[src/shared/cfg_pin_map.svh]
`ifndef CFG_PIN_MAP_SVH
`define CFG_PIN_MAP_SVH

// Mode pin codes
`define MODE_MASTER_SERIAL 3'h0
`define MODE_MASTER_SPI 3'h1
`define MODE_MASTER_PFLASH 3'h2
`define MODE_MASTER_PORT 3'h4
`define MODE_BOUNDARY_ONLY 3'h5
`define MODE_SLAVE_PORT 3'h6
`define MODE_SLAVE_SERIAL 3'h7

// APB register offsets
`define REG_CTRL 12'h000
`define REG_STATUS 12'h004
`define REG_PINMAP 12'h008

// Control field positions
`define CTRL_KEEP_ACTIVE 0
`define CTRL_EXT_CLK_EN 1
`define CTRL_DEBUG_IMAGE 2
`define CTRL_FALLBACK_EN 3
`define CTRL_DAISY_CHAIN 4
`define CTRL_DONE 5
`define CTRL_DIV_LSB 8
`define CTRL_DIV_MSB 15
`define CTRL_RESET 32'h0000_0400

// Revision select hold time in ns, converted to 10 ns sys_clk cycles (own choice)
`define REVSEL_HOLD_NS 320
`define REVSEL_HOLD_CYC (`REVSEL_HOLD_NS / 10)

`endif

[src/shared/cfg_pin_pkg.sv]
package cfg_pin_pkg;
   typedef enum logic [2:0] {
      MASTER_SERIAL = 3'b000,
      MASTER_SPI = 3'b001,
      MASTER_PFLASH = 3'b010,
      MASTER_PORT = 3'b100,
      BOUNDARY_ONLY = 3'b101,
      SLAVE_PORT = 3'b110,
      SLAVE_SERIAL = 3'b111
   } cfgMode_t;

   typedef enum logic [1:0] {
      ST_LOAD = 2'b00,
      ST_USER = 2'b01
   } phase_t;

   typedef struct packed {
      logic psel;
      logic penable;
      logic pwrite;
      logic [11:0] paddr;
      logic [31:0] pwdata;
   } apbReq_t;

   typedef struct packed {
      logic pready;
      logic pslverr;
      logic [31:0] prdata;
   } apbRsp_t;

   typedef struct packed {
      logic flashSelect;
      logic readWriteDir;
      logic serialData;
      logic dataLow;
      logic dataHigh;
      logic dataWide;
      logic address;
      logic addressValid;
      logic chipSelectIn;
      logic flashOutEnable;
      logic flashWriteEnable;
      logic secondFlashSelect;
      logic extClockUse;
      logic masterClock;
   } pinUse_t;
endpackage : cfg_pin_pkg

[src/design/sync_3ff.sv]
`timescale 1ns/1ps
module sync_3ff #(
   parameter int WIDTH = 1
) (
   input wire logic sys_clk,
   input wire logic rst_b,
   input wire logic [WIDTH-1:0] asyncIn,
   input wire logic [WIDTH-1:0] resetVal,
   output logic [WIDTH-1:0] syncOut
);
   typedef struct packed {
      logic [WIDTH-1:0] s1;
      logic [WIDTH-1:0] s2;
      logic [WIDTH-1:0] s3;
      logic [WIDTH-1:0] q;
   } state_t;

   state_t st;
   state_t next_st;

   // A change counts once the second and third stages agree
   always_comb begin
      next_st = st;
      next_st.s1 = asyncIn;
      next_st.s2 = st.s1;
      next_st.s3 = st.s2;
      for (int i = 0; i < WIDTH; i++) begin
         if (st.s2[i] == st.s3[i]) begin
            next_st.q[i] = st.s3[i];
         end
      end
   end

   always_ff @(posedge sys_clk) begin
      if (!rst_b) begin
         st <= '{s1: resetVal, s2: resetVal, s3: resetVal, q: resetVal};
      end else begin
         st <= next_st;
      end
   end

   assign syncOut = st.q;
endmodule : sync_3ff

[src/design/config_pin_mode_mux.sv]
// Register access over APB and the address map were decided locally.
`timescale 1ns/1ps
`include "cfg_pin_map.svh"
// Operation
// Program, init, done, clock and test pins work in every mode.
// Keep-active leaves the mode's multi-function pins as configuration pins after done.
// External master clock used only for master modes with its enable set.
// Serial data-out driven only in serial daisy chain or debug image.
// Downstream chip enable driven only in parallel daisy chain.
// Revision select driven only in parallel flash on reload or fallback.
// Pins unused by the mode are high-impedance and their inputs ignored.
// Mode pins decode shared pin functions such as flash select versus direction.
// Boundary-scan configuration is available in every mode.
// Undriven mode pins select slave serial through pull-ups.
module config_pin_mode_mux (
   input wire logic sys_clk,
   input wire logic rst_b,
   input wire cfg_pin_pkg::apbReq_t apbReq,
   output cfg_pin_pkg::apbRsp_t apbRsp,
   input wire logic [2:0] modePins,
   input wire logic ext_master_config_clock,
   input wire logic reloadStart,
   input wire logic fallbackEvent,
   input wire logic [1:0] revisionValue,
   input wire logic coreSerialOut,
   input wire logic coreFlashSelect_n,
   input wire logic coreNextSelect_n,
   input wire logic config_clock_i,
   output logic config_clock_o,
   output logic config_clock_oe,
   input wire logic rdwr_or_flash_select_n_i,
   output logic rdwr_or_flash_select_n_o,
   output logic rdwr_or_flash_select_n_oe,
   output logic serialDataOut,
   output logic serialDataOutEn,
   output logic downstream_chip_enable_n,
   output logic downstreamChipEnableEn,
   output logic [1:0] revision_select,
   output logic revisionSelectEn,
   output logic read_write_dir_n,
   output logic boundaryScanEnable,
   output logic dedicatedPinsEnable,
   output logic extClockSelected,
   output cfg_pin_pkg::pinUse_t pinUse
);
   import cfg_pin_pkg::*;

   typedef struct packed {
      logic [31:0] ctrl;
      logic [2:0] modeLatch;
      logic modeValid;
      logic [2:0] settleCnt;
      phase_t phase;
      logic [7:0] divCnt;
      logic clkOut;
      logic [15:0] revHold;
      logic [1:0] revValue;
      logic serOut;
      logic nextSel;
      logic flashSel;
      logic dirIn;
      apbRsp_t rsp;
   } state_t;

   state_t st;
   state_t next_st;
   logic [2:0] modeSync;
   logic clkInSync;
   logic rdwrSync;
   logic extClkSync;
   cfgMode_t mode;
   pinUse_t use_;
   logic isMaster;
   logic active;

   // ==========================================
   // Pin input synchronisers
   // ==========================================
   // Mode pins reset high to match the internal pull-ups
   sync_3ff #(.WIDTH(6)) u_sync (
      .sys_clk(sys_clk),
      .rst_b(rst_b),
      .asyncIn({modePins, config_clock_i, rdwr_or_flash_select_n_i, ext_master_config_clock}),
      .resetVal(6'h38),
      .syncOut({modeSync, clkInSync, rdwrSync, extClkSync})
   );

   assign mode = cfgMode_t'(st.modeLatch);
   assign isMaster = (mode == MASTER_SERIAL) || (mode == MASTER_SPI) ||
                     (mode == MASTER_PFLASH) || (mode == MASTER_PORT);
   // Pins stay configuration pins while loading, or afterwards if kept active
   assign active = (st.phase == ST_LOAD) || st.ctrl[`CTRL_KEEP_ACTIVE];

   // ==========================================
   // Mode decode
   // ==========================================
   always_comb begin
      use_ = '0;
      case (mode)
         MASTER_SERIAL: begin
            use_.serialData = 1'b1;
            use_.extClockUse = 1'b1;
            use_.masterClock = 1'b1;
         end
         MASTER_SPI: begin
            use_.flashSelect = 1'b1;
            use_.serialData = 1'b1;
            use_.dataLow = 1'b1;
            use_.secondFlashSelect = 1'b1;
            use_.extClockUse = 1'b1;
            use_.masterClock = 1'b1;
         end
         MASTER_PFLASH: begin
            use_.flashSelect = 1'b1;
            use_.dataLow = 1'b1;
            use_.dataHigh = 1'b1;
            use_.address = 1'b1;
            use_.addressValid = 1'b1;
            use_.flashOutEnable = 1'b1;
            use_.flashWriteEnable = 1'b1;
            use_.extClockUse = 1'b1;
            use_.masterClock = 1'b1;
         end
         MASTER_PORT: begin
            use_.readWriteDir = 1'b1;
            use_.dataLow = 1'b1;
            use_.dataHigh = 1'b1;
            use_.chipSelectIn = 1'b1;
            use_.extClockUse = 1'b1;
            use_.masterClock = 1'b1;
         end
         SLAVE_PORT: begin
            use_.readWriteDir = 1'b1;
            use_.dataLow = 1'b1;
            use_.dataHigh = 1'b1;
            use_.dataWide = 1'b1;
            use_.chipSelectIn = 1'b1;
         end
         SLAVE_SERIAL: begin
            use_.serialData = 1'b1;
         end
         BOUNDARY_ONLY: begin
            use_ = '0;
         end
         default: begin
            use_ = '0;
         end
      endcase
      if (!active) begin
         use_ = '0;
      end
   end

   // ==========================================
   // Next state
   // ==========================================
   always_comb begin
      next_st = st;
      next_st.rsp.pready = 1'b0;
      next_st.rsp.pslverr = 1'b0;
      // Mode is caught once, only after the pin synchroniser has settled past reset
      if (!st.modeValid) begin
         if (st.settleCnt == 3'h4) begin
            next_st.modeLatch = modeSync;
            next_st.modeValid = 1'b1;
         end else begin
            next_st.settleCnt = st.settleCnt + 3'h1;
         end
      end
      if (st.ctrl[`CTRL_DONE]) begin
         next_st.phase = ST_USER;
      end
      // Internal divider; external clock edge replaces it when enabled
      if (use_.masterClock && st.ctrl[`CTRL_EXT_CLK_EN]) begin
         next_st.clkOut = extClkSync;
      end else if (st.divCnt == 8'h00) begin
         next_st.divCnt = st.ctrl[`CTRL_DIV_MSB:`CTRL_DIV_LSB];
         next_st.clkOut = ~st.clkOut;
      end else begin
         next_st.divCnt = st.divCnt - 8'h01;
      end
      // Revision select latches on reload, or on fallback when enabled
      if (mode == MASTER_PFLASH &&
          (reloadStart || (fallbackEvent && st.ctrl[`CTRL_FALLBACK_EN]))) begin
         next_st.revHold = 16'(`REVSEL_HOLD_CYC);
         next_st.revValue = revisionValue;
      end else if (st.revHold != 16'h0000) begin
         next_st.revHold = st.revHold - 16'h0001;
      end
      next_st.serOut = coreSerialOut;
      next_st.nextSel = coreNextSelect_n;
      next_st.flashSel = coreFlashSelect_n;
      // Unused pins are ignored: input captured only when used
      if (use_.readWriteDir) begin
         next_st.dirIn = rdwrSync;
      end
      // Writes land at the edge that sees ready, never at the setup edge
      if (apbReq.psel && apbReq.penable && st.rsp.pready && apbReq.pwrite &&
          apbReq.paddr == `REG_CTRL) begin
         next_st.ctrl = apbReq.pwdata;
      end
      // Zero-wait APB slave: answer in the access cycle
      if (apbReq.psel && !apbReq.penable) begin
         next_st.rsp.pready = 1'b1;
         next_st.rsp.prdata = 32'h0000_0000;
         case (apbReq.paddr)
            `REG_CTRL: begin
               if (!apbReq.pwrite) begin
                  next_st.rsp.prdata = st.ctrl;
               end
            end
            `REG_STATUS: begin
               next_st.rsp.prdata = {26'h0, st.phase == ST_USER, extClockSelected, mode == cfgMode_t'(3'h7),
                                     st.modeLatch};
            end
            `REG_PINMAP: begin
               next_st.rsp.prdata = {18'h0, use_};
            end
            default: begin
               next_st.rsp.pslverr = 1'b1;
            end
         endcase
      end
   end

   always_ff @(posedge sys_clk) begin
      if (!rst_b) begin
         st <= '0;
         st.ctrl <= `CTRL_RESET;
         st.modeLatch <= `MODE_SLAVE_SERIAL;
         st.phase <= ST_LOAD;
      end else begin
         st <= next_st;
      end
   end

   // ==========================================
   // Pin drivers
   // ==========================================
   assign apbRsp = st.rsp;
   assign extClockSelected = use_.masterClock && st.ctrl[`CTRL_EXT_CLK_EN];
   assign dedicatedPinsEnable = 1'b1;
   assign boundaryScanEnable = 1'b1;
   assign config_clock_o = st.clkOut;
   assign config_clock_oe = isMaster && (st.phase == ST_LOAD);
   assign rdwr_or_flash_select_n_o = st.flashSel;
   assign rdwr_or_flash_select_n_oe = use_.flashSelect;
   assign read_write_dir_n = st.dirIn;
   assign serialDataOut = st.serOut;
   assign serialDataOutEn = use_.serialData &&
                            (st.ctrl[`CTRL_DAISY_CHAIN] || st.ctrl[`CTRL_DEBUG_IMAGE]);
   assign downstream_chip_enable_n = st.nextSel;
   assign downstreamChipEnableEn = (use_.dataLow && !use_.serialData && !use_.flashSelect ||
                                    mode == MASTER_PFLASH && active) &&
                                   st.ctrl[`CTRL_DAISY_CHAIN];
   assign revision_select = st.revValue;
   assign revisionSelectEn = (mode == MASTER_PFLASH) && (st.revHold != 16'h0000);
   assign pinUse = use_;
endmodule : config_pin_mode_mux

[config.mk]
export PLATFORM = sky130hd
export DESIGN_NAME = config_pin_mode_mux
export DESIGN_NICKNAME = d
export VERILOG_FILES = /design/src/shared/cfg_pin_pkg.sv /design/src/design/sync_3ff.sv /design/src/design/config_pin_mode_mux.sv
export VERILOG_INCLUDE_DIRS = /design/src /design/src/shared
export SDC_FILE = /design/constraint.sdc
export NUM_CORES = 1
export LEC_CHECK = 0
export ABC_AREA = 1
export BUFFER_PORTS_ARGS = -buffer_cell sky130_fd_sc_hd__buf_2
export CAP_MARGIN = 20
export CORE_MARGIN = 1
export CORE_UTILIZATION = 51
export CTS_BUF_LIST = sky130_fd_sc_hd__clkbuf_4 sky130_fd_sc_hd__clkbuf_8
export DETAILED_ROUTE_END_ITERATION = 10
export HOLD_SLACK_MARGIN = 0.1
export PLACE_DENSITY = 0.77
export SYNTH_ARGS = -nofsm -noshare
export SYNTH_HDL_FRONTEND = slang
export SYNTH_SLANG_ARGS = --single-unit
[constraint.sdc]
create_clock -name sys_clk -period 1.44 [get_ports sys_clk]
set_input_delay 0.072 -clock sys_clk [delete_from_list [all_inputs] [get_ports sys_clk]]
set_output_delay 0.072 -clock sys_clk [all_outputs]
set_load 0.02 [all_outputs]
==> results of run 1 <==
cells in the mapped netlist:
cell	count	share of area
sky130_fd_sc_hd__nand2_1	137	0.092
sky130_fd_sc_hd__dfxtp_1	125	0.45
sky130_fd_sc_hd__nor2_1	75	0.050
sky130_fd_sc_hd__inv_1	74	0.050
sky130_fd_sc_hd__a21oi_1	67	0.060
sky130_fd_sc_hd__nand3_1	52	0.047
sky130_fd_sc_hd__o21ai_0	51	0.046
sky130_fd_sc_hd__buf_4	45	0.060
sky130_fd_sc_hd__clkbuf_1	21	0.014
sky130_fd_sc_hd__o31ai_1	18	0.024
sky130_fd_sc_hd__nor3_1	11	0.0098
sky130_fd_sc_hd__or2_2	11	0.012
sky130_fd_sc_hd__xor2_1	10	0.016
sky130_fd_sc_hd__nand4_1	7	0.0078
sky130_fd_sc_hd__ha_1	6	0.013
sky130_fd_sc_hd__inv_2	6	0.0040
sky130_fd_sc_hd__xnor2_1	5	0.0078
sky130_fd_sc_hd__buf_2	4	0.0036
sky130_fd_sc_hd__o211ai_1	4	0.0054
sky130_fd_sc_hd__buf_6	3	0.0060
sky130_fd_sc_hd__nor2_4	3	0.0060
sky130_fd_sc_hd__a211oi_1	2	0.0027
sky130_fd_sc_hd__a31oi_1	2	0.0022
sky130_fd_sc_hd__clkinv_1	2	0.0013
sky130_fd_sc_hd__nand2_2	2	0.0022
sky130_fd_sc_hd__nor2_2	2	0.0022
sky130_fd_sc_hd__o21a_1	2	0.0027
sky130_fd_sc_hd__conb_1	1	0.00067
sky130_fd_sc_hd__nor3_2	1	0.0018
sky130_fd_sc_hd__o211a_1	1	0.0018
registers in the layout, summed over array words and instances (netlist names):
name / flops
config_clock_o: 1
rdwr_or_flash_select_n_o: 1
apbRsp: 34
u_sync.syncOut: 5
u_sync.next_st: 10
revision_select: 2
u_sync.st: 5
read_write_dir_n: 1
downstream_chip_enable_n: 1
serialDataOut: 1
mode: 3
st: 61
metal layers:
layer | share of wire | GRT usage
met2 | 0.50 | 0.437
met4 | 0.033 | 0.103
met3 | 0.069 | 0.0657
met5 | 0 | 0
met1 | 0.40 | 0.312
final timing paths:
| path | from | endpoint | slack [ns] | cells after the start |
|---|---|---|---|---|
| worst min register to register | u_sync.next_st[13] | u_sync.next_st[7] | 0.41 | 2 |
| worst min-delay path | fallbackEvent | st[41] | 0.11 | 5 |
| worst max-delay path | mode[2] | serialDataOutEn | -0.24 | 7 |
| worst max register to register | mode[2] | apbRsp[4] | -0.02 | 11 |
where the power goes:
part	total [mW]	internal (mW)	switching, mW
clock	3.20	1.88	1.32
sequential	4.15	3.82	0.329
combinational	4.34	1.97	2.37
layout by cell type, fill, tap and decap left out, types with 13 or more instances in the layout:
cell and instances:
sky130_fd_sc_hd__nand2_1 122, sky130_fd_sc_hd__dfxtp_1 109, sky130_fd_sc_hd__buf_2 101, sky130_fd_sc_hd__a21oi_1 63, sky130_fd_sc_hd__inv_1 59, sky130_fd_sc_hd__nor2_1 53, sky130_fd_sc_hd__dlygate4sd3_1 46, sky130_fd_sc_hd__buf_4 44
sky130_fd_sc_hd__nand3_1 42, sky130_fd_sc_hd__o21ai_0 42, sky130_fd_sc_hd__buf_6 29, sky130_fd_sc_hd__clkbuf_8 21, sky130_fd_sc_hd__nor2_4 18, sky130_fd_sc_hd__o31ai_1 18, sky130_fd_sc_hd__dfxtp_2 14, sky130_fd_sc_hd__inv_2 13
cell families (layout without fill, tap and decap cells):
| logic type | count (synthesis) | count (layout) | synth area share |
|---|---|---|---|
| adder cells (fa/ha/maj) | 6 | 6 | 0.0134 |
| XOR/XNOR | 15 | 15 | 0.0235 |
| AND/OR/NAND/NOR | 301 | 302 | 0.231 |
| buffers and inverters | 155 | 334 | 0.139 |
| AO/OA/AOI/OAI | 147 | 147 | 0.145 |
| other | 1 | 2 | 0.000671 |
| flip-flops | 125 | 125 | 0.448 |
what timing repair did:
item                                   in CTS  in global routing
gates cloned                                2                  0
setup endpoints to repair                  39                 37
pin swaps                                   8                 37
endpoints found under the hold margin      45                  1
gates resized for setup                    59                145
hold buffers                               45                  1
setup buffers                              10                 21
stage by stage:
| stage | hold slack, ns | area, µm² | setup WS (ns) |
|---|---|---|---|
| floorplan | 0.170 | 5600 | 0.00114 |
| global placement | 0.252 | 6140 | 0.00151 |
| detailed placement | 0.258 | 6140 | -0.0700 |
| CTS | 0.109 | 7240 | -0.173 |
| global route | 0.115 | 7860 | -0.288 |
| finish | 0.109 | 7860 | -0.244 |
critical path: stages, from the launching register on:
cell and delay (ns):
sky130_fd_sc_hd__dfxtp_2 0.37, sky130_fd_sc_hd__buf_6 0.13, sky130_fd_sc_hd__nand2_4 0.06, sky130_fd_sc_hd__nor2_4 0.10, sky130_fd_sc_hd__inv_2 0.05, sky130_fd_sc_hd__a21oi_4 0.14, sky130_fd_sc_hd__o21a_1 0.19, sky130_fd_sc_hd__buf_6 0.13
final cells by class:
type / count / area [µm²] / area share
clock buffer: 22 / 297 / 0.0377
clock inverter: 7 / 113 / 0.0143
inverter: 82 / 335 / 0.0427
multi-input combinational: 472 / 2740 / 0.348
sequential: 125 / 2530 / 0.322
tap: 136 / 170 / 0.0217
timing repair buffer: 223 / 1680 / 0.214
==> flow_summary.html, run 1 <==
<table>
<tr><th>Metric</th><th>Value</th></tr>
<tr><th colspan="2">Run status</th></tr>
<tr><td>Run status</td><td>complete, but fails checks</td></tr>
<tr><td>Violated checks</td><td>negative setup slack</td></tr>
<tr><th colspan="2">Floorplanning</th></tr>
<tr><td>I/O pins</td><td>125</td></tr>
<tr><td>Num rows</td><td>37</td></tr>
<tr><td>Vertical die dimension</td><td>107 µm</td></tr>
<tr><td>Die area</td><td>0.0114 mm²</td></tr>
<tr><td>Placeable Area</td><td>0.0105 mm²</td></tr>
<tr><td>Starting Density</td><td>0.534</td></tr>
<tr><td>Die X-Extent</td><td>107 µm</td></tr>
<tr><th colspan="2">Placed design</th></tr>
<tr><td>Estimated wirelength of the detail-placed design</td><td>9120 µm</td></tr>
<tr><td>IO Port Bufs</td><td>121</td></tr>
<tr><td>Placed cells</td><td>963</td></tr>
<tr><td>Weighted congestion reported at the end of routability-driven placement</td><td>1.00</td></tr>
<tr><th colspan="2">Timing</th></tr>
<tr><td>Time the worst path needs with I/O delays and setup</td><td>1.68 ns</td></tr>
<tr><td>Setup repair after global routing missed its margin</td><td>true</td></tr>
<tr><td>Number of hold-slack violations in the final timing report</td><td>0</td></tr>
<tr><td>Setup_tns</td><td>-1.97 ns</td></tr>
<tr><td>Final setup violation count</td><td>22</td></tr>
<tr><td>Max frequency</td><td>594 MHz</td></tr>
<tr><td>Final worst path period share</td><td>1.17</td></tr>
<tr><td>Total count of max-transition violations in the final report</td><td>0</td></tr>
<tr><td>Clock skew</td><td>0.00757 ns</td></tr>
<tr><td>Final critical-path setup slack</td><td>-0.244 ns</td></tr>
<tr><th colspan="2">Worst setup path</th></tr>
<tr><td>Class of the most critical setup path</td><td>reg -&gt; out</td></tr>
<tr><td>CP startpoint kind</td><td>flip-flop</td></tr>
<tr><td>Worst EP arrival</td><td>1.61 ns</td></tr>
<tr><td>Critical Path End Type</td><td>output pin</td></tr>
<tr><td>CP Max Fanout</td><td>3</td></tr>
<tr><td>Crit path required time</td><td>1.37 ns</td></tr>
<tr><th colspan="2">Route</th></tr>
<tr><td>Post-DR vias/cell</td><td>5.35</td></tr>
<tr><td>Drt first-iter violations</td><td>434</td></tr>
<tr><td>Drt total wl</td><td>16,200 µm</td></tr>
<tr><td>DR WL/cell</td><td>15.1 µm</td></tr>
<tr><td>Total number of vias</td><td>5,711</td></tr>
<tr><td>Antenna violation net count after detailed routing</td><td>0</td></tr>
<tr><td>Number of detailed-routing iterations run before antenna repair</td><td>6</td></tr>
<tr><td>DRC violation count after routing</td><td>0</td></tr>
<tr><th colspan="2">Global routing</th></tr>
<tr><td>Maximum number of pins on one net before global-route repair</td><td>75</td></tr>
<tr><td>First-pass GRT wire length</td><td>23,100 µm</td></tr>
<tr><td>Via count of the first global-routing pass</td><td>5,161</td></tr>
<tr><td>Antenna violations before repair</td><td>0</td></tr>
<tr><td>Final global-route overflow total</td><td>0</td></tr>
<tr><td>Global routing usage summed across all routing layers</td><td>0.258</td></tr>
<tr><th colspan="2">Clocking</th></tr>
<tr><td>Number of sinks on the clock net</td><td>125</td></tr>
<tr><td>Clock tree from TritonCTS</td><td>yes</td></tr>
<tr><td>Clk Tree Root Cell</td><td>sky130_fd_sc_hd__clkbuf_8</td></tr>
<tr><td>Number of H-tree levels</td><td>4</td></tr>
<tr><td>Clock latency reported for the late side of the worst-skew pair</td><td>0.43 ns</td></tr>
<tr><td>CTS Buf Count</td><td>17</td></tr>
<tr><td>Clock transition at path regs</td><td>0.07 ns</td></tr>
<tr><td>Maximum clock insertion buffer count</td><td>2</td></tr>
<tr><th colspan="2">Synth</th></tr>
<tr><td>Total of flip-flops plus latches after synthesis</td><td>125</td></tr>
<tr><td>Ys Warns</td><td>0</td></tr>
<tr><td>Netlist Area Pre-Place</td><td>0.00559 mm²</td></tr>
<tr><td>Number of library cell types mapped by synthesis</td><td>30</td></tr>
<tr><td>Sequential cell area fraction in the yosys report</td><td>0.448</td></tr>
<tr><td>Synthesized area divided by synthesized cell count</td><td>7.46 µm²</td></tr>
<tr><td>Cells after synthesis</td><td>750</td></tr>
<tr><th colspan="2">Finish</th></tr>
<tr><td>Post-Layout Cell Count</td><td>1,067</td></tr>
<tr><td>Final core utilization</td><td>0.751</td></tr>
<tr><td>Nets</td><td>989</td></tr>
<tr><td>Syn-to-layout area delta</td><td>40.5%</td></tr>
<tr><td>Fill cell count</td><td>713</td></tr>
<tr><td>Fraction of layout cells with a size suffix above 1</td><td>0.353</td></tr>
<tr><td>Count of inserted antenna diode cells</td><td>0</td></tr>
<tr><th colspan="2">Min path</th></tr>
<tr><td>Min-Delay Path Class</td><td>in -&gt; reg</td></tr>
<tr><th colspan="2">Pwr</th></tr>
<tr><td>Maximum vdd ir drop</td><td>0.935 mV</td></tr>
<tr><td>Leak pwr</td><td>3.53 nW</td></tr>
<tr><td>Power per Cell Area</td><td>1490 mW/mm²</td></tr>
<tr><td>Total power consumption of the routed design</td><td>11.7 mW</td></tr>
<tr><th colspan="2">Job</th></tr>
<tr><td>Max-cap violation count</td><td>0</td></tr>
</table>
No activity file was read; power rests on OpenSTA's default activity.
==> run 2, diff against run 1 <==
--- a/config.mk
+++ b/config.mk
@@ -10,11 +10,12 @@
 export BUFFER_PORTS_ARGS = -buffer_cell sky130_fd_sc_hd__buf_2
 export CAP_MARGIN = 20
 export CORE_MARGIN = 1
-export CORE_UTILIZATION = 51
+export CORE_UTILIZATION = 30
 export CTS_BUF_LIST = sky130_fd_sc_hd__clkbuf_4 sky130_fd_sc_hd__clkbuf_8
 export DETAILED_ROUTE_END_ITERATION = 10
 export HOLD_SLACK_MARGIN = 0.1
-export PLACE_DENSITY = 0.77
+export PLACE_DENSITY = 0.49
 export SYNTH_ARGS = -nofsm -noshare
 export SYNTH_HDL_FRONTEND = slang
+export SYNTH_HIERARCHICAL = 1
 export SYNTH_SLANG_ARGS = --single-unit
==> run 2 against run 1 <==
  * Sequential cell count is the same
  * The flow still finishes with violations (negative setup slack)
  * Final area grew 9.6%
  * Global-route usage decreased by 8.8 points
  * Largest cell class unchanged
  * Largest power group unchanged
  * Synthesized area increased by 2.3%
  * Die area is 72% higher
  * Highest routed layer unchanged
  * Sequential share of layout area shrank 2.2 points
  * Via count fell by 0.56%
  * Final cell count increased by 19%
  * Register-to-register slack lost 0.14 ns
==> flow_summary.html, run 2 <==
<table>
<tr><th>Metric</th><th>Value</th></tr>
<tr><th colspan="2">Timing</th></tr>
<tr><td>Clock skew</td><td>0.0119 ns (was 0.00757 ns)</td></tr>
<tr><td>Total count of max-transition violations in the final report</td><td>0 (unchanged)</td></tr>
<tr><td>Final critical-path setup slack</td><td>-0.228 ns (was -0.244 ns)</td></tr>
<tr><td>Number of hold-slack violations in the final timing report</td><td>0 (unchanged)</td></tr>
<tr><td>Setup_tns</td><td>-3.26 ns (was -1.97 ns)</td></tr>
<tr><td>Max frequency</td><td>599 MHz (was 594 MHz)</td></tr>
<tr><td>Time the worst path needs with I/O delays and setup</td><td>1.67 ns (was 1.68 ns)</td></tr>
<tr><td>Setup repair after global routing missed its margin</td><td>true (unchanged)</td></tr>
<tr><td>Final worst path period share</td><td>1.16 (was 1.17)</td></tr>
<tr><td>Final setup violation count</td><td>25 (was 22)</td></tr>
<tr><th colspan="2">Global routing</th></tr>
<tr><td>Via count of the first global-routing pass</td><td>5,335 (was 5,161)</td></tr>
<tr><td>Antenna violations before repair</td><td>0 (unchanged)</td></tr>
<tr><td>First-pass GRT wire length</td><td>26,200 µm (was 23,100 µm)</td></tr>
<tr><td>Final global-route overflow total</td><td>0 (unchanged)</td></tr>
<tr><td>Maximum number of pins on one net before global-route repair</td><td>53 (was 75)</td></tr>
<tr><td>Global routing usage summed across all routing layers</td><td>0.170 (was 0.258)</td></tr>
<tr><th colspan="2">Clocking</th></tr>
<tr><td>Clock transition at path regs</td><td>0.07 ns (about the same)</td></tr>
<tr><td>Number of H-tree levels</td><td>4 (unchanged)</td></tr>
<tr><td>Maximum clock insertion buffer count</td><td>2 (unchanged)</td></tr>
<tr><td>Clock tree from TritonCTS</td><td>yes (unchanged)</td></tr>
<tr><td>Clk Tree Root Cell</td><td>sky130_fd_sc_hd__clkbuf_8 (unchanged)</td></tr>
<tr><td>CTS Buf Count</td><td>17 (unchanged)</td></tr>
<tr><td>Number of sinks on the clock net</td><td>125 (unchanged)</td></tr>
<tr><td>Clock latency reported for the late side of the worst-skew pair</td><td>0.44 ns (was 0.43 ns)</td></tr>
<tr><th colspan="2">Finish</th></tr>
<tr><td>Sequential standard cell area</td><td>0.00258 mm² (was 0.00253 mm²)</td></tr>
<tr><td>Largest register by flop count</td><td>st (unchanged)</td></tr>
<tr><td>Fraction of layout cells with a size suffix above 1</td><td>0.368 (was 0.353)</td></tr>
<tr><td>Post-Layout Cell Count</td><td>1,272 (was 1,067)</td></tr>
<tr><td>Final core utilization</td><td>0.460 (was 0.751)</td></tr>
<tr><td>Multi-input gate area</td><td>0.00288 mm² (was 0.00274 mm²)</td></tr>
<tr><td>Count of inserted antenna diode cells</td><td>0 (unchanged)</td></tr>
<tr><td>Nets</td><td>1,093 (was 989)</td></tr>
<tr><td>Most common library cell in the layout ignoring fill and taps</td><td>sky130_fd_sc_hd__nand2_1 (unchanged)</td></tr>
<tr><td>Fill cell count</td><td>1,883 (was 713)</td></tr>
<tr><td>Top library cells by usage in the layout, fill and taps aside</td><td>231 x sky130_fd_sc_hd__nand2_1, 104 x sky130_fd_sc_hd__buf_2, 103 x sky130_fd_sc_hd__dfxtp_1 (was 122 x sky130_fd_sc_hd__nand2_1, 109 x sky130_fd_sc_hd__dfxtp_1, 101 x sky130_fd_sc_hd__buf_2)</td></tr>
<tr><td>Syn-to-layout area delta</td><td>50.5% (was 40.5%)</td></tr>
<tr><td>Max reg flops</td><td>61 (unchanged)</td></tr>
<tr><th colspan="2">Pwr</th></tr>
<tr><td>Part of the power in registers</td><td>0.343 (was 0.355)</td></tr>
<tr><td>Power per Cell Area</td><td>1390 mW/mm² (was 1490 mW/mm²)</td></tr>
<tr><td>Internal Pwr Total</td><td>8.13 mW (was 7.67 mW)</td></tr>
<tr><td>Total power consumption of the routed design</td><td>12.0 mW (was 11.7 mW)</td></tr>
<tr><td>Clock power share</td><td>0.302 (was 0.274)</td></tr>
<tr><td>Logic pwr share</td><td>0.354 (was 0.371)</td></tr>
<tr><td>NetSw</td><td>3.87 mW (was 4.02 mW)</td></tr>
<tr><td>Maximum vdd ir drop</td><td>0.516 mV (was 0.935 mV)</td></tr>
<tr><td>Switching Share</td><td>0.322 (was 0.344)</td></tr>
<tr><td>Leak pwr</td><td>3.87 nW (was 3.53 nW)</td></tr>
<tr><th colspan="2">Worst setup path</th></tr>
<tr><td>Logic depth of the worst register-to-register path</td><td>14 (was 11)</td></tr>
<tr><td>Crit path buf inv count</td><td>3 (unchanged)</td></tr>
<tr><td>Critical Path End Type</td><td>output pin (unchanged)</td></tr>
<tr><td>Worst path max stage delay</td><td>0.37 ns (about the same)</td></tr>
<tr><td>Worst reg2reg startpoint</td><td>st[65] (was mode[2])</td></tr>
<tr><td>Worst EP arrival</td><td>1.60 ns (was 1.61 ns)</td></tr>
<tr><td>Top delay family on crit path</td><td>flip-flops (unchanged)</td></tr>
<tr><td>Endpoint of the worst register-to-register path</td><td>apbRsp[8] (was apbRsp[4])</td></tr>
<tr><td>R2R setup slack</td><td>-0.16 ns (was -0.02 ns)</td></tr>
<tr><td>Library cell contributing the largest single delay on the critical path</td><td>sky130_fd_sc_hd__dfxtp_4 (was sky130_fd_sc_hd__dfxtp_2)</td></tr>
<tr><td>Crit path required time</td><td>1.37 ns (about the same)</td></tr>
<tr><td>CP Max Fanout</td><td>5 (was 3)</td></tr>
<tr><td>CP startpoint kind</td><td>flip-flop (unchanged)</td></tr>
<tr><td>Cell repeated most along the worst path</td><td>sky130_fd_sc_hd__buf_6 (unchanged)</td></tr>
<tr><td>Class of the most critical setup path</td><td>reg -&gt; out (unchanged)</td></tr>
<tr><td>Cell Chain, Critical Path</td><td>inv_6, nand2_4, buf_6, a21oi_4, o21a_1, buf_6 (was buf_6, nand2_4, nor2_4, inv_2, a21oi_4, o21a_1, buf_6)</td></tr>
<tr><th colspan="2">Placed design</th></tr>
<tr><td>Worst setup slack before clock tree synthesis</td><td>-0.0688 ns (was -0.0700 ns)</td></tr>
<tr><td>Weighted congestion reported at the end of routability-driven placement</td><td>0.816 (was 1.00)</td></tr>
<tr><td>IO Port Bufs</td><td>121 (unchanged)</td></tr>
<tr><td>Placed cells</td><td>1,149 (was 963)</td></tr>
<tr><td>Estimated wirelength of the detail-placed design</td><td>11,300 µm (was 9120 µm)</td></tr>
<tr><th colspan="2">Route</th></tr>
<tr><td>Drt first-iter violations</td><td>323 (was 434)</td></tr>
<tr><td>Post-DR vias/cell</td><td>4.46 (was 5.35)</td></tr>
<tr><td>Total number of vias</td><td>5,679 (was 5,711)</td></tr>
<tr><td>Drt total wl</td><td>16,600 µm (was 16,200 µm)</td></tr>
<tr><td>Antenna violation net count after detailed routing</td><td>0 (unchanged)</td></tr>
<tr><td>Number of detailed-routing iterations run before antenna repair</td><td>5 (was 6)</td></tr>
<tr><td>DRC violation count after routing</td><td>0 (unchanged)</td></tr>
<tr><td>DR WL/cell</td><td>13.0 µm (was 15.1 µm)</td></tr>
<tr><th colspan="2">Synth</th></tr>
<tr><td>Ys Warns</td><td>6 (was 0)</td></tr>
<tr><td>Netlist Area Pre-Place</td><td>0.00572 mm² (was 0.00559 mm²)</td></tr>
<tr><td>Cells after synthesis</td><td>793 (was 750)</td></tr>
<tr><td>Synthesized area divided by synthesized cell count</td><td>7.21 µm² (was 7.46 µm²)</td></tr>
<tr><th colspan="2">Floorplanning</th></tr>
<tr><td>Starting Density</td><td>0.306 (was 0.534)</td></tr>
<tr><td>I/O pins</td><td>125 (unchanged)</td></tr>
<tr><td>Vertical die dimension</td><td>140 µm (was 107 µm)</td></tr>
<tr><td>Placeable Area</td><td>0.0187 mm² (was 0.0105 mm²)</td></tr>
<tr><td>Die X-Extent</td><td>140 µm (was 107 µm)</td></tr>
<tr><td>Num rows</td><td>50 (was 37)</td></tr>
<tr><td>Die area</td><td>0.0196 mm² (was 0.0114 mm²)</td></tr>
<tr><th colspan="2">Job</th></tr>
<tr><td>Max-cap violation count</td><td>0 (unchanged)</td></tr>
<tr><th colspan="2">Min path</th></tr>
<tr><td>Min-Delay Path Class</td><td>in -&gt; reg (unchanged)</td></tr>
<tr><td>Hold wc startpoint</td><td>reloadStart (was fallbackEvent)</td></tr>
<tr><td>Worst Hold Path Cells</td><td>6 (was 5)</td></tr>
<tr><td>Min-Delay Endpoint</td><td>st[41] (unchanged)</td></tr>
<tr><th colspan="2">Run status</th></tr>
<tr><td>Violated checks</td><td>negative setup slack (unchanged)</td></tr>
<tr><td>Run status</td><td>complete, but fails checks (unchanged)</td></tr>
</table>
==> run 2: timing repair <==
item | in CTS | in global routing
pin swaps | 15 | 41
setup buffers | 23 | 16
gates resized for setup | 86 | 104
hold buffers | 53 | 0
hold endpoints to repair | 61 | 0
setup endpoints to repair | 24 | 49
==> run 2: how the worst max path moves through the flow <==
stage,startpoint,end,slack (ns),cells after the start
after floorplan,mode[0],apbRsp[13],-0.01,7
after global placement,mode[1],pinUse[13],-0.04,5
after detailed placement,mode[2],apbRsp[13],-0.07,7
after CTS,mode[2],serialDataOutEn,-0.25,6
after global routing,mode[0],serialDataOutEn,-0.29,6
final,mode[2],serialDataOutEn,-0.23,6
==> run 2: cell type report <==
cell class / count / area share
Clock inverter: 13 / 0.0247
Sequential cell: 125 / 0.300
Clock buffer: 19 / 0.0304
Timing Repair Buffer: 281 / 0.250
Tap cell: 234 / 0.0340
Multi-Input combinational cell: 544 / 0.334
Inverter: 56 / 0.0270
==> run 2: layer usage <==
metal,share of wire,GRT usage
met1,0.48,0.223
met2,0.47,0.267
met5,0,0
met4,0.022,0.0735
met3,0.032,0.0369
==> run 2: worst register-to-register path, delay by kind of cell, from the launching register on <==
family | cells | cell delay (ns)
buf+inv | 7 | 0.71
compound gates | 1 | 0.05
flops | 1 | 0.33
simple gates | 6 | 0.41
==> run 2: power by group through the flow <==
| stage | Combinational (mW) | Sequential (mW) | Clock [mW] |
|---|---|---|---|
| floorplan | 1.92 | 4.10 | 0 |
| CTS | 3.52 | 4.05 | 3.72 |
| global route | 4.68 | 4.15 | 3.89 |
| global placement | 3.01 | 4.10 | 0 |
| detailed placement | 3.00 | 4.10 | 0 |
| finish | 4.25 | 4.12 | 3.63 |
==> run 2: per-stage QoR <==
stage                     hold WS, ns  cell area [µm²]
after floorplan                 0.170             5750
after global placement          0.258             6720
after detailed placement        0.260             6720
after CTS                       0.101             8170
after global routing            0.162             8610
final                           0.110             8610
